<file path="src/timer_unit_consts.svh">
`ifndef TIMER_UNIT_CONSTS_SVH
`define TIMER_UNIT_CONSTS_SVH
// Register addresses and slots inside a general timer bank.
`define ADR_T0_CFG 5'h00
`define ADR_T0_CNT 5'h01
`define ADR_PAIR_CMD 5'h02
`define BANK_A 2'h1
`define BANK_B 2'h2
`define SLOT_IRQ 3'h0
`define SLOT_PS 3'h1
`define SLOT_CTRL 3'h2
`define SLOT_CAPO 3'h3
`define SLOT_CNT 3'h4
`define SLOT_CMP1 3'h5
`define SLOT_CMP2 3'h6
`define SLOT_CAP1 3'h7
// Field positions.
`define T0_RUN_BIT 7
`define T0_PS_HI 6
`define T0_PS_LO 3
`define T0_IE_BIT 1
`define T0_FLAG_BIT 0
`define T0_PS_MAX 4'h8
`define PAIR_IE_LO 4
`define PAIR_CLR_LO 0
`define IEN_LO 4
`define EV_OVF 3
`define EV_EV2 2
`define EV_CAP1 1
`define EV_CMP1 0
`define FORCE_HI_BIT 6
`define FORCE_LO_BIT 5
// Edge selection codes and reset value.
`define EDGE_FALL 2'h0
`define EDGE_RISE 2'h1
`define CFG_RST 8'h00
`endif

</file>
<file path="src/timer_unit_pkg.sv">
package timer_unit_pkg;
  // Control byte of a general timer.
  typedef struct packed {
    logic mode;
    logic out_en;
    logic ext_clk_en;
    logic cap2_in_en;
    logic cap1_in_en;
    logic ext_edge;
    logic cap1_clr;
    logic run;
  } gen_ctrl_type;
  // Capture and output control byte, force bits are never stored.
  typedef struct packed {
    logic rsvd;
    logic force_high;
    logic force_low;
    logic link;
    logic [1:0] cap2_edge;
    logic [1:0] cap1_edge;
  } cap_out_type;
  // The three input pins of one general timer.
  typedef struct packed {
    logic ext_clk;
    logic cap1;
    logic cap2;
  } pin_set_type;
endpackage
</file>
<file path="src/timer_capture_pwm_unit.sv">
// The strobed register port and the address map were left to the implementer.
`timescale 1ns/1ps
`include "timer_unit_consts.svh"
// How it works
// [RQ1] Timer 0 counts when enabled, divisor 2^n.
// [RQ2] Timer 0 interrupt only when enabled.
// [RQ3] Timer 0 overflow flag sticks until cleared.
// [RQ4] General prescaler divides by 2^code, upper zero.
// [RQ5] Mode bit: PWM/timer or capture/compare.
// [RQ6] Output enable drives pin; software sets direction.
// [RQ7] External clock counts on selected edge.
// [RQ8] Capture 1 pin used only when enabled.
// [RQ9] Capture 1 event optionally clears counter.
// [RQ10] Disabled timer stops and gates its clock.
// [RQ11] Writing force-high sets output, reads zero.
// [RQ12] Writing force-low clears output, reads zero.
// [RQ13] Link takes capture 2 from capture 1.
// [RQ14] Capture 2 edge: fall, rise, either.
// [RQ15] Capture 1 edge: fall, rise, either.
// [RQ16] Clear bit resets its timer, reads zero.
// [RQ17] Per-timer top interrupt enable gates requests.
// [RQ18] General overflow flag sticks until cleared.
// [RQ19] Event 2 flag: compare 2 or capture 2.
// [RQ20] Compare 1 flag sticks until cleared.
// [RQ21] Capture 1 flag sticks until cleared.
// [RQ22] Each flag interrupts only with its enable.
// [RQ23] Counter steps per tick, wraps to zero.
module timer_capture_pwm_unit #(
  parameter int CNT_W = 16,
  parameter int T0_W = 8
) (
  input wire logic CLK_SYS, // System clock, 10 MHz.
  input wire logic RST_B, // Asynchronous reset, active low.
  input wire logic [4:0] ADDR, // Register address.
  input wire logic [15:0] WR_DATA, // Write data.
  input wire logic WR_STB, // Write strobe.
  input wire logic RD_STB, // Read strobe.
  output logic [15:0] RD_DATA, // Read data, one cycle after the strobe.
  output logic T0_IRQ, // Timer 0 interrupt request.
  output logic [1:0] TMR_IRQ, // General timer interrupt requests.
  input wire logic [1:0] EXT_CLK_PIN, // External timer clocks.
  input wire logic [1:0] CAP1_PIN, // Capture 1 pins.
  input wire logic [1:0] CAP2_PIN, // Capture 2 pins.
  output logic [1:0] OUT_PIN, // Timer output pin levels.
  output logic [1:0] OUT_PIN_OE_B // Output enables, low while driving.
);

  ////////////////////////////////////////////////////////////////////////
  // Helper functions.

  // True when the prescaler reaches the last count of its division.
  function automatic logic tick_due(input logic [14:0] pre, input logic [3:0] sel);
    logic [14:0] mask;
    mask = 15'((16'h1 << sel) - 16'h1);
    return (pre & mask) == mask;
  endfunction

  // Edge detect by selection code: falling, rising or either edge.
  function automatic logic edge_hit(input logic now, input logic was,
                                    input logic [1:0] sel);
    logic hit;
    case (sel)
      `EDGE_FALL: hit = was & ~now;
      `EDGE_RISE: hit = ~was & now;
      default: hit = was ^ now;
    endcase
    return hit;
  endfunction

  ////////////////////////////////////////////////////////////////////////
  // State.

  logic t0_run_reg, t0_run_next;
  logic [3:0] t0_ps_reg, t0_ps_next;
  logic t0_ie_reg, t0_ie_next;
  logic t0_flag_reg, t0_flag_next;
  logic [7:0] t0_pre_reg, t0_pre_next;
  logic [T0_W-1:0] t0_cnt_reg, t0_cnt_next;
  logic t0_irq_reg, t0_irq_next;
  logic [1:0] tie_reg, tie_next;
  logic [3:0] ien_reg [2];
  logic [3:0] ien_next [2];
  logic [3:0] flag_reg [2];
  logic [3:0] flag_next [2];
  logic [3:0] ps_reg [2];
  logic [3:0] ps_next [2];
  timer_unit_pkg::gen_ctrl_type ctrl_reg [2];
  timer_unit_pkg::gen_ctrl_type ctrl_next [2];
  timer_unit_pkg::cap_out_type capo_reg [2];
  timer_unit_pkg::cap_out_type capo_next [2];
  logic [14:0] pre_reg [2];
  logic [14:0] pre_next [2];
  logic [CNT_W-1:0] cnt_reg [2];
  logic [CNT_W-1:0] cnt_next [2];
  logic [CNT_W-1:0] cmp1_reg [2];
  logic [CNT_W-1:0] cmp1_next [2];
  logic [CNT_W-1:0] cmp2_reg [2];
  logic [CNT_W-1:0] cmp2_next [2];
  logic [CNT_W-1:0] cap_reg [2];
  logic [CNT_W-1:0] cap_next [2];
  logic [1:0] out_reg, out_next;
  logic [1:0] oe_b_reg, oe_b_next;
  logic [1:0] irq_reg, irq_next;
  logic [15:0] rd_reg, rd_next;
  timer_unit_pkg::pin_set_type sync1_reg [2];
  timer_unit_pkg::pin_set_type sync2_reg [2];
  timer_unit_pkg::pin_set_type prev_reg [2];

  // Per-cycle helpers.
  logic t0_step;
  logic [3:0] t0_sel;
  logic wr_t0, wr_pair;
  logic [7:0] wd8;
  logic [1:0] bank_hit, src_ev, step, c1_ev, c2_ev, m1_ev, ov_ev, clr_cmd;
  logic [CNT_W-1:0] cnt_inc [2];

  ////////////////////////////////////////////////////////////////////////
  // Pin synchronisers, two stages plus one stage of history for edges.

  always_ff @(posedge CLK_SYS or negedge RST_B) begin
    if (!RST_B) begin
      for (int i = 0; i < 2; i++) begin
        sync1_reg[i] <= '0;
        sync2_reg[i] <= '0;
        prev_reg[i] <= '0;
      end
    end else begin
      for (int i = 0; i < 2; i++) begin
        sync1_reg[i] <= {EXT_CLK_PIN[i], CAP1_PIN[i], CAP2_PIN[i]};
        sync2_reg[i] <= sync1_reg[i];
        prev_reg[i] <= sync2_reg[i];
      end
    end
  end

  ////////////////////////////////////////////////////////////////////////
  // Next-state logic for registers, counters and outputs.

  always_comb begin
    t0_run_next = t0_run_reg;
    t0_ps_next = t0_ps_reg;
    t0_ie_next = t0_ie_reg;
    t0_flag_next = t0_flag_reg;
    t0_pre_next = t0_pre_reg;
    t0_cnt_next = t0_cnt_reg;
    tie_next = tie_reg;
    out_next = out_reg;
    oe_b_next = oe_b_reg;
    irq_next = irq_reg;
    rd_next = 16'h0000;
    wd8 = WR_DATA[7:0];
    wr_t0 = WR_STB && ADDR == `ADR_T0_CFG;
    wr_pair = WR_STB && ADDR == `ADR_PAIR_CMD;
    // Timer 0: reserved prescale codes act as the largest divisor.
    t0_sel = (t0_ps_reg > `T0_PS_MAX) ? `T0_PS_MAX : t0_ps_reg;
    t0_step = t0_run_reg && tick_due({7'h00, t0_pre_reg}, t0_sel); // RQ1
    if (t0_run_reg) begin
      t0_pre_next = t0_pre_reg + 8'h01; // RQ1
    end else begin
      t0_pre_next = 8'h00;
    end
    if (t0_step) begin
      t0_cnt_next = t0_cnt_reg + T0_W'(1);
    end
    if (wr_t0) begin
      t0_run_next = wd8[`T0_RUN_BIT];
      t0_ps_next = wd8[`T0_PS_HI:`T0_PS_LO];
      t0_ie_next = wd8[`T0_IE_BIT];
      t0_flag_next = t0_flag_reg & wd8[`T0_FLAG_BIT];
    end
    // The overflow sets the flag even in the cycle that software clears it.
    if (t0_step && t0_cnt_reg == '1) begin
      t0_flag_next = 1'b1; // RQ3
    end
    t0_irq_next = t0_flag_reg & t0_ie_reg; // RQ2
    if (wr_pair) begin
      tie_next = wd8[`PAIR_IE_LO +: 2];
    end
    clr_cmd = wr_pair ? wd8[`PAIR_CLR_LO +: 2] : 2'h0; // RQ16
    for (int i = 0; i < 2; i++) begin
      ien_next[i] = ien_reg[i];
      flag_next[i] = flag_reg[i];
      ps_next[i] = ps_reg[i];
      ctrl_next[i] = ctrl_reg[i];
      capo_next[i] = capo_reg[i];
      pre_next[i] = pre_reg[i];
      cnt_next[i] = cnt_reg[i];
      cmp1_next[i] = cmp1_reg[i];
      cmp2_next[i] = cmp2_reg[i];
      cap_next[i] = cap_reg[i];
      bank_hit[i] = ADDR[4:3] == ((i == 0) ? `BANK_A : `BANK_B);
      // Clock source: system clock, or the chosen edge of the external pin.
      src_ev[i] = ctrl_reg[i].ext_clk_en ?
        edge_hit(sync2_reg[i].ext_clk, prev_reg[i].ext_clk,
                 {1'b0, ~ctrl_reg[i].ext_edge}) : 1'b1; // RQ7
      step[i] = ctrl_reg[i].run && src_ev[i] &&
        tick_due(pre_reg[i], ps_reg[i]); // RQ4 RQ10
      cnt_inc[i] = cnt_reg[i] + CNT_W'(1); // RQ23
      // Capture events exist only in capture/compare mode.
      c1_ev[i] = ctrl_reg[i].run && ctrl_reg[i].mode && ctrl_reg[i].cap1_in_en &&
        edge_hit(sync2_reg[i].cap1, prev_reg[i].cap1,
                 capo_reg[i].cap1_edge); // RQ5 RQ8 RQ15
      if (capo_reg[i].link) begin
        c2_ev[i] = edge_hit(sync2_reg[i].cap1, prev_reg[i].cap1,
                            capo_reg[i].cap2_edge); // RQ13 RQ14
      end else begin
        c2_ev[i] = edge_hit(sync2_reg[i].cap2, prev_reg[i].cap2,
                            capo_reg[i].cap2_edge); // RQ14
      end
      c2_ev[i] = c2_ev[i] && ctrl_reg[i].run && ctrl_reg[i].mode &&
        ctrl_reg[i].cap2_in_en;
      m1_ev[i] = step[i] && cnt_inc[i] == cmp1_reg[i];
      ov_ev[i] = step[i] && cnt_reg[i] == '1; // RQ23
      // A stopped timer holds its count except on a clear command; its prescaler rests at zero.
      if (!ctrl_reg[i].run) begin
        pre_next[i] = 15'h0000; // RQ10
      end else if (src_ev[i]) begin
        pre_next[i] = pre_reg[i] + 15'h0001;
      end
      if (clr_cmd[i]) begin
        cnt_next[i] = '0; // RQ16
        pre_next[i] = 15'h0000;
      end else if (c1_ev[i] && ctrl_reg[i].cap1_clr) begin
        cnt_next[i] = '0; // RQ9
      end else if (step[i]) begin
        cnt_next[i] = cnt_inc[i]; // RQ23
      end
      if (c1_ev[i]) begin
        cap_next[i] = cnt_reg[i];
      end
      // PWM: set at wrap, clear at compare 1; compare mode toggles.
      if (!ctrl_reg[i].mode) begin
        if (ov_ev[i]) begin
          out_next[i] = 1'b1; // RQ5
        end
        if (m1_ev[i]) begin
          out_next[i] = 1'b0;
        end
      end else if (m1_ev[i]) begin
        out_next[i] = ~out_reg[i]; // RQ5
      end
      if (WR_STB && bank_hit[i]) begin
        case (ADDR[2:0])
          `SLOT_IRQ: begin
            ien_next[i] = wd8[`IEN_LO +: 4];
            flag_next[i] = flag_reg[i] & wd8[3:0];
          end
          `SLOT_PS: ps_next[i] = wd8[3:0];
          `SLOT_CTRL: ctrl_next[i] = timer_unit_pkg::gen_ctrl_type'(wd8);
          `SLOT_CAPO: begin
            capo_next[i] = timer_unit_pkg::cap_out_type'({3'h0, wd8[4:0]});
            if (wd8[`FORCE_HI_BIT]) begin
              out_next[i] = 1'b1; // RQ11
            end
            if (wd8[`FORCE_LO_BIT]) begin
              out_next[i] = 1'b0; // RQ12
            end
          end
          `SLOT_CMP1: cmp1_next[i] = CNT_W'(WR_DATA);
          `SLOT_CMP2: cmp2_next[i] = CNT_W'(WR_DATA);
          default: ;
        endcase
      end
      // Events set flags after the clear, so a set in the same cycle wins.
      flag_next[i][`EV_OVF] = flag_next[i][`EV_OVF] | ov_ev[i]; // RQ18
      flag_next[i][`EV_EV2] = flag_next[i][`EV_EV2] | (ctrl_reg[i].mode ?
        c2_ev[i] : (step[i] && cnt_inc[i] == cmp2_reg[i])); // RQ19
      flag_next[i][`EV_CAP1] = flag_next[i][`EV_CAP1] | c1_ev[i]; // RQ21
      flag_next[i][`EV_CMP1] = flag_next[i][`EV_CMP1] | m1_ev[i]; // RQ20
      oe_b_next[i] = ~ctrl_reg[i].out_en; // RQ6
      irq_next[i] = tie_reg[i] && |(flag_reg[i] & ien_reg[i]); // RQ17 RQ22
    end
    // Read data; force bits, clear bits and reserved bits read as zero.
    if (RD_STB) begin
      case (ADDR)
        `ADR_T0_CFG: rd_next = {8'h00, t0_run_reg, t0_ps_reg, 1'b0,
                                t0_ie_reg, t0_flag_reg};
        `ADR_T0_CNT: rd_next = 16'(t0_cnt_reg);
        `ADR_PAIR_CMD: rd_next = {10'h000, tie_reg, 4'h0};
        default: begin
          for (int i = 0; i < 2; i++) begin
            if (bank_hit[i]) begin
              case (ADDR[2:0])
                `SLOT_IRQ: rd_next = {8'h00, ien_reg[i], flag_reg[i]};
                `SLOT_PS: rd_next = {12'h000, ps_reg[i]}; // RQ4
                `SLOT_CTRL: rd_next = {8'h00, ctrl_reg[i]};
                `SLOT_CAPO: rd_next = {8'h00, capo_reg[i]}; // RQ11 RQ12
                `SLOT_CNT: rd_next = 16'(cnt_reg[i]);
                `SLOT_CMP1: rd_next = 16'(cmp1_reg[i]);
                `SLOT_CMP2: rd_next = 16'(cmp2_reg[i]);
                default: rd_next = 16'(cap_reg[i]);
              endcase
            end
          end
        end
      endcase
    end
  end

  ////////////////////////////////////////////////////////////////////////
  // State registers.

  always_ff @(posedge CLK_SYS or negedge RST_B) begin
    if (!RST_B) begin
      t0_run_reg <= 1'b0;
      t0_ps_reg <= 4'h0;
      t0_ie_reg <= 1'b0;
      t0_flag_reg <= 1'b0;
      t0_pre_reg <= 8'h00;
      t0_cnt_reg <= '0;
      t0_irq_reg <= 1'b0;
      tie_reg <= 2'h0;
      out_reg <= 2'h0;
      oe_b_reg <= 2'h3;
      irq_reg <= 2'h0;
      rd_reg <= 16'h0000;
      for (int i = 0; i < 2; i++) begin
        ien_reg[i] <= 4'h0;
        flag_reg[i] <= 4'h0;
        ps_reg[i] <= 4'h0;
        ctrl_reg[i] <= `CFG_RST;
        capo_reg[i] <= `CFG_RST;
        pre_reg[i] <= 15'h0000;
        cnt_reg[i] <= '0;
        cmp1_reg[i] <= '0;
        cmp2_reg[i] <= '0;
        cap_reg[i] <= '0;
      end
    end else begin
      t0_run_reg <= t0_run_next;
      t0_ps_reg <= t0_ps_next;
      t0_ie_reg <= t0_ie_next;
      t0_flag_reg <= t0_flag_next;
      t0_pre_reg <= t0_pre_next;
      t0_cnt_reg <= t0_cnt_next;
      t0_irq_reg <= t0_irq_next;
      tie_reg <= tie_next;
      out_reg <= out_next;
      oe_b_reg <= oe_b_next;
      irq_reg <= irq_next;
      rd_reg <= rd_next;
      for (int i = 0; i < 2; i++) begin
        ien_reg[i] <= ien_next[i];
        flag_reg[i] <= flag_next[i];
        ps_reg[i] <= ps_next[i];
        ctrl_reg[i] <= ctrl_next[i];
        capo_reg[i] <= capo_next[i];
        pre_reg[i] <= pre_next[i];
        cnt_reg[i] <= cnt_next[i];
        cmp1_reg[i] <= cmp1_next[i];
        cmp2_reg[i] <= cmp2_next[i];
        cap_reg[i] <= cap_next[i];
      end
    end
  end

  // Outputs come straight from flip-flops.
  assign RD_DATA = rd_reg;
  assign T0_IRQ = t0_irq_reg;
  assign TMR_IRQ = irq_reg;
  assign OUT_PIN = out_reg;
  assign OUT_PIN_OE_B = oe_b_reg;

  for (genvar g = 0; g < 2; g++) begin : g_chk

  end
endmodule

</file>
<file path="config.mk">
export PLATFORM = sky130hd
export DESIGN_NAME = timer_capture_pwm_unit
export DESIGN_NICKNAME = d
export VERILOG_FILES = /design/src/timer_unit_pkg.sv /design/src/timer_capture_pwm_unit.sv
export VERILOG_INCLUDE_DIRS = /design/src
export SDC_FILE = /design/constraint.sdc
export NUM_CORES = 1
export LEC_CHECK = 0
export ABC_AREA = 0
export BUFFER_PORTS_ARGS = -buffer_cell sky130_fd_sc_hd__buf_2
export CORE_MARGIN = 4
export CORE_UTILIZATION = 60
export CTS_CLUSTER_DIAMETER = 30
export DETAILED_ROUTE_END_ITERATION = 8
export PLACE_DENSITY = 0.78
export SETUP_SLACK_MARGIN = 0.4
export SKIP_LAST_GASP = 1
export SYNTH_ARGS = -nofsm -noshare
export SYNTH_HDL_FRONTEND = slang
export SYNTH_SLANG_ARGS = --single-unit
</file>
<file path="constraint.sdc">
create_clock -name CLK_SYS -period 4.41 [get_ports CLK_SYS]
set_input_delay 1.1025 -clock CLK_SYS [delete_from_list [all_inputs] [get_ports CLK_SYS]]
set_output_delay 1.1025 -clock CLK_SYS [all_outputs]
set_load 0.02 [all_outputs]
</file>
Word-level counts from Yosys, hierarchy flattened
Cells that the tools add are included.
Widths: inputs -> output; s select.
{"block": "word_totals", "regBits": 274, "inputBits": 31, "output_inout_bits": 23, "elab_cells": 270}
{"block": "classes", "addsub": 9, "n_lt_le_gt_ge": 1, "eq_ne": 26, "shifts": 3, "n_mux": 57, "bitwise_logic": 51, "n_reduce_logical": 55}
{"op": "$pmux 16 s7", "count": 2}
{"op": "$mux 16", "count": 9}
{"op": "$mux 15", "count": 6}
{"op": "$eq 16x16->1", "count": 4}
{"op": "$pmux 16 s3", "count": 1}
{"op": "$eq 15x15->1", "count": 3}
{"op": "$shl 1x4->15 const A", "count": 3}
{"op": "$sub 15x1->15 const B", "count": 3}
{"op": "$add 16x1->16 const B", "count": 2}
{"op": "$eq 16x16->1 const B", "count": 2}
{"op": "$logic_and 1x1->1", "count": 32}
{"op": "$add 15x1->15 const B", "count": 2}
{"op": "$and 15x15->15", "count": 2}
{"op": "$mux 1", "count": 24}
{"op": "$reduce_and 2->1", "count": 12}
{"op": "$mux 4", "count": 5}
{"op": "$not 1->1", "count": 18}
{"op": "$add 8x1->8 const B", "count": 2}
{"op": "$and 4x4->4", "count": 4}
{"op": "$pmux 1 s2", "count": 8}
{"op": "$and 8x15->15", "count": 1}
{"op": "$and 1x1->1", "count": 14}
{"op": "$eq 2x1->1 const B", "count": 5}
{"op": "$eq 3x3->1 const B", "count": 3}
{"op": "other kinds (18)", "count": 35}

Longest topological paths before layout
{"block": "logic_depth", "word_depth": 14, "depth_mapped": 15, "ltp_nobuf": 11}

Worst setup path after synthesis
OpenSTA, ideal clock, no wires.
{"block": "synth_path", "path_kind": "reg2reg", "start": "reg ps_reg[3] (netlist name)", "end": "reg cnt_reg[8] (netlist name)", "setup_ns": 0.132, "arrival_time_ns": 3.025, "required_ns": 4.278, "path_slack_ns": 1.253, "path_stages_with_launch": 15, "n_path_buf": 4, "period_less_slack_ns": 3.157, "cell_sequence": "dfrtp_1 clkbuf_1 or4_1 ha_1 clkbuf_1 and3b_1 o21ai_0 nand3_1 nor4_1 and2_1 clkbuf_1 buf_2 nand2_1 xnor2_1 nor2_1"}
{"block": "synth_via", "elab_chain_len": 6}
{"element": "from (decl)", "line": "timer_capture_pwm_unit.sv:85", "rtl": "logic [3:0] ps_reg [2];"}
{"element": "from (signal, indexed assignment)", "line": "timer_capture_pwm_unit.sv:345", "rtl": "ps_reg[i] <= ps_next[i];"}
{"element": "$shl 1x4->15 (*)", "line": "timer_capture_pwm_unit.sv:54", "rtl": "mask = 15'((16'h1 << sel) - 16'h1);"}
{"element": "$sub 15x1->15 (*)", "line": "timer_capture_pwm_unit.sv:54"}
{"element": "$and 15x15->15", "line": "timer_capture_pwm_unit.sv:55", "rtl": "return (pre & mask) == mask;"}
{"element": "$eq 15x15->1 (*)", "line": "timer_capture_pwm_unit.sv:55"}
{"element": "$logic_and 1x1->1 (*)", "line": "timer_capture_pwm_unit.sv:196", "rtl": "step[i] = ctrl_reg[i].run && src_ev[i] &&"}
{"element": "$reduce_bool 3->1 (no line) (*)"}
{"element": "to (signal, indexed assignment)", "line": "timer_capture_pwm_unit.sv:349", "rtl": "cnt_reg[i] <= cnt_next[i];"}
{"element": "to (decl)", "line": "timer_capture_pwm_unit.sv:93", "rtl": "logic [CNT_W-1:0] cnt_reg [2];"}
Every way passes the cells marked *; elsewhere a longest branch is shown, timed or not.
A chain may end at the register's enable or synchronous reset.

Worst setup path in the final report
{"block": "layout_path", "start": "reg ps_reg[3] (netlist name)", "end": "reg cnt_reg[9] (netlist name)"}
The elaborated chain is that of the path after synthesis.

==> impl_results.md <==
- Result of the run: finished clean
- Worst Setup End Kind: register
- Kind of path behind the tightest hold check: reg2reg
- Number of enable-type register cells in the synthesized netlist: 0
- Max Freq: 286 MHz
- Max Clock Skew: 12.4 ps
- Placement Rows: 57
- Power density normalized to cell area: 500 mW/mm^2
- Xor and xnor fraction of the mapped netlist area: 0.0916
- Depth of the worst hold-timing path: 0
- Dominant combinational cell family by area after synthesis: multiplexers
- Unrepaired setup endpoints after global routing: false
- Total clock buffers created by CTS: 54
- Root cell of the clock tree: sky130_fd_sc_hd__clkbuf_16
- Worst Reg-to-Reg Cells: 10
- Yosys warning count: 0
- Count of fill cells added during filler insertion: 1757
- Fin worst setup slack: 917 ps
- Share of the yosys chip area belonging to registers: 0.454
- Area taken by flip-flops and latches: 0.00686 sq mm
- Kind of start point of the critical path: register
- Total grt overflow: 0
- Pwr Total: 8.69 mW
- Synthesis-stage register bit count: 274
- Violation count after the first detailed-route iteration: 1480
- Detailed placer's ending HPWL: ~28000 um
- Core Area: 0.0245 sq mm
- Resized cells post-CTS: 0
- Type of the worst setup path: reg2reg
- Peak ir drop on the vdd network: around 0.48 mV
- Highest-delay cell along the critical path: sky130_fd_sc_hd__and2_1
- Register-to-Register Setup Slack: between 900 and 1000 ps
- Peak per-stage delay on the critical path: 610 ps
- Antenna violations before repair: 1
- Count of vias placed by the detailed router: 11800
- Reg-to-reg critical path endpoint: cnt_reg[9]
- Worst-path clk slew: 60 ps
- Min-Delay Endpoint: sync2_reg[5]
- Non-filler cells in the finished layout: 1829
- Clk buf depth: 3
- Setup Slack @ Placement: 879 ps
- Basic-gate share of the synthesized area counting and, or, nand and nor cells: 0.150
- Number of stages on the worst setup path: 10
- Number of global-route vias before repair: about 12000
- Tightest hold margin: 344 ps
- Count of antenna diodes in the layout: 0
- Post-Synthesis Cell Area: roughly 0.015 sq mm
- Area of the die: 0.0278 sq mm
- Synthesized-area fraction occupied by adder cells: 0.0141
- Number of distinct library cells after synthesis: between 70 and 80
- Routed wirelength normalized by instance count: 23.0 um
- Post-detailed-route via-to-cell ratio: about 6.5
- PortBufs: 53
- Portion of netlist area occupied by mux cells: 0.159
- Hold violation total from the final report: 0
- Final net count: 1507
- Maximum number of pins on one net before global-route repair: roughly 110
- Total global-route track usage: 0.299
- Maximum level of the CTS H-tree: 2
- Worst reg2reg path startpoint: ps_reg[3]
- I/O pins: 54
- Minimum clock period: 3490 ps
- Global-route wire length before repair: 66900 um
- Count of TritonRoute iterations in the first routing pass: 8
- Most common flop cell mapped by yosys: sky130_fd_sc_hd__dfrtp_1
- X dimension of the die: 167 um
- Clock latency on the worst-skew pair: 560 ps
- Max cap viols: 0
- Gpl congestion: between 0.9 and 1
- Crit-path max FO: 17
- Synth Area per Inst: ~11 sq um
- Final ANT Viol Nets: 0
- Crit path cell chain: or4_1 > ha_1 > and3b_1 > o21ai_0 > nand3_1 > nor4_1 > and2_1 > nand3_1 > xor2_1 > nor2_1
- Period utilisation layout: 0.792
- Post-synthesis cell count: between 1000 and 1500
- Final setup fails: 0
- Post-CTS Hold Fix Bufs: 0
- Buf+Inv Stages, Crit Path: 0
- Pins Over Slew Limit: 0
- Required time at the worst-slack endpoint: 4810 ps
- Tightest Pin Transition: roughly 1200 ps
- Final sum of negative setup slack: 0 ps
- Height of the die: 167 um
- Share of the synthesized area in compound gates (AO/OA/AOI/OAI): 0.0931
- Most repeated library cell on the critical path: sky130_fd_sc_hd__nand3_1
- Routed Wire Length: ~42000 um
- Cell family with the largest share of critical-path delay: simple AND/OR/NAND/NOR gates
- Initial standard-cell utilization of the core: 0.615
- Fraction of final layout cells sized beyond drive strength 1: 0.243
- Hold_sp: sync1_reg[5]
- Max-Slew Margin vs Limit: 0.187
- Area of combinational cells with multiple inputs: 0.00768 sq mm
- Mapped Nets: approximately 1500
- Proportion of synthesized flip-flops having asynchronous set or reset: 1.00
- Growth of design area from synthesis to finish: 15.3%
- CTS tree: yes
- Leakage power of the design: 7.60 nW
- Number of sinks handled by clock tree synthesis: 274
- DRC viols: 0
- Placed insts: 1727
- Post-CTS Setup Repair Bufs: 0
- Critical path data arrival time: 3890 ps
metal layers:
metal | vias up | part of all wire | global-route usage
li1 | 5164 | - | -
met1 | 5819 | 0.40 | 0.404
met2 | 676 | 0.47 | 0.472
met3 | 150 | 0.093 | 0.0702
met4 | 2 | 0.040 | 0.121
met5 | - | 0.00031 | 0
placed cells by master (no fill, tap or decap), types with 9 or more instances in the layout:
cell type and n:
sky130_fd_sc_hd__o221ai_1 10, sky130_fd_sc_hd__nor4_1 13, sky130_fd_sc_hd__xnor2_1 87, sky130_fd_sc_hd__inv_1 30, sky130_fd_sc_hd__nor2b_1 19, sky130_fd_sc_hd__a31oi_1 9, sky130_fd_sc_hd__mux2i_1 23, sky130_fd_sc_hd__a22oi_1 13
sky130_fd_sc_hd__buf_2 52, sky130_fd_sc_hd__ha_1 17, sky130_fd_sc_hd__and2_1 13, sky130_fd_sc_hd__and3_1 12, sky130_fd_sc_hd__nor2_1 122, sky130_fd_sc_hd__nand2_1 105, sky130_fd_sc_hd__nand2b_1 17, sky130_fd_sc_hd__buf_4 16
sky130_fd_sc_hd__inv_6 13, sky130_fd_sc_hd__nand4_1 26, sky130_fd_sc_hd__nand3_1 42, sky130_fd_sc_hd__a21oi_1 36, sky130_fd_sc_hd__dfrtp_1 272, sky130_fd_sc_hd__o211ai_1 13, sky130_fd_sc_hd__o22ai_1 19, sky130_fd_sc_hd__mux4_2 20
sky130_fd_sc_hd__clkbuf_16 54, sky130_fd_sc_hd__xor2_1 69, sky130_fd_sc_hd__mux2_2 153, sky130_fd_sc_hd__o21ai_0 65, sky130_fd_sc_hd__nor3_1 16
power breakdown:
group	internal [mW]	leakage (nW)	switching, mW
logic	0.610	3.09	0.651
registers	2.80	3.59	0.406
clock network	2.71	0.915	1.52
total	6.12	7.60	2.57
layout make-up:
cell class              count  share of cell area
repair buffers             71              0.0250
inverters                  30             0.00647
multi-input cells        1028               0.442
clock inverters            43              0.0288
well taps                 324              0.0233
flip-flops and latches    274               0.394
clock buffers              59              0.0805
worst max path at each step:
stage / start / end
global placement: ADDR[0] / RD_DATA[0]
floorplan: ps_reg[3] / cnt_reg[8]
global route: ps_reg[2] / cnt_reg[4]
finish: ps_reg[3] / cnt_reg[9]
detailed placement: ADDR[0] / RD_DATA[0]
CTS: ps_reg[3] / cnt_reg[3]
Yosys cell counts (5+ instances only):
cell type / count / area share
sky130_fd_sc_hd__buf_2: 15 / 0.0050
sky130_fd_sc_hd__buf_1: 10 / 0.0025
sky130_fd_sc_hd__xnor2_1: 87 / 0.050
sky130_fd_sc_hd__and2_1: 13 / 0.0054
sky130_fd_sc_hd__a311oi_1: 6 / 0.0035
sky130_fd_sc_hd__ha_1: 17 / 0.014
sky130_fd_sc_hd__mux2i_1: 23 / 0.015
sky130_fd_sc_hd__mux4_2: 20 / 0.030
sky130_fd_sc_hd__nor2b_1: 19 / 0.0079
sky130_fd_sc_hd__nand3b_1: 7 / 0.0035
sky130_fd_sc_hd__inv_1: 30 / 0.0075
sky130_fd_sc_hd__a22oi_1: 13 / 0.0065
sky130_fd_sc_hd__buf_6: 5 / 0.0037
sky130_fd_sc_hd__a31oi_1: 9 / 0.0037
sky130_fd_sc_hd__nor3b_1: 7 / 0.0035
sky130_fd_sc_hd__o211ai_1: 13 / 0.0065
sky130_fd_sc_hd__o221ai_1: 10 / 0.0058
sky130_fd_sc_hd__a21oi_1: 36 / 0.012
sky130_fd_sc_hd__nor2_1: 122 / 0.030
sky130_fd_sc_hd__nand3_1: 42 / 0.014
sky130_fd_sc_hd__or3_1: 6 / 0.0025
sky130_fd_sc_hd__and3_1: 12 / 0.0050
sky130_fd_sc_hd__o21ai_0: 65 / 0.022
sky130_fd_sc_hd__clkbuf_1: 54 / 0.013
sky130_fd_sc_hd__nor4_1: 13 / 0.0054
sky130_fd_sc_hd__nand2_1: 105 / 0.026
sky130_fd_sc_hd__dfrtp_1: 272 / 0.45
sky130_fd_sc_hd__o22ai_1: 19 / 0.0079
sky130_fd_sc_hd__nor3_1: 20 / 0.0066
sky130_fd_sc_hd__buf_4: 5 / 0.0025
sky130_fd_sc_hd__a211oi_1: 7 / 0.0035
sky130_fd_sc_hd__nand2b_1: 17 / 0.0070
sky130_fd_sc_hd__nand4_1: 26 / 0.011
sky130_fd_sc_hd__xor2_1: 69 / 0.040
sky130_fd_sc_hd__nor4b_1: 5 / 0.0029
sky130_fd_sc_hd__mux2_2: 153 / 0.11
stage by stage:
stage | utilization | area (sq um)
5_1_grt | 0.709 | 17400
4_1_cts | 0.709 | 17400
6_report | 0.709 | 17400
2_1_floorplan | - | 15100
3_5_place_dp | 0.632 | 15500
3_3_place_gp | 0.632 | 15500
worst reg2reg max path: stages (launching register included):
cell                      delay (ps)
sky130_fd_sc_hd__dfrtp_1         520
sky130_fd_sc_hd__or4_1           580
sky130_fd_sc_hd__ha_1            330
sky130_fd_sc_hd__and3b_1         220
sky130_fd_sc_hd__o21ai_0         150
sky130_fd_sc_hd__nand3_1          90
sky130_fd_sc_hd__nor4_1          380
sky130_fd_sc_hd__and2_1          610
sky130_fd_sc_hd__nand3_1         200
sky130_fd_sc_hd__xor2_1          200
sky130_fd_sc_hd__nor2_1           60
logic make-up (layout without fill, tap and decap cells):
logic type	Yosys count	in the layout
buf+inv	124	203
flops	274	274
fa+ha+maj	17	17
compound gates	217	217
mux	196	196
simple gates	441	441
xor+xnor	157	157
(Power assumes the default switching activity.)
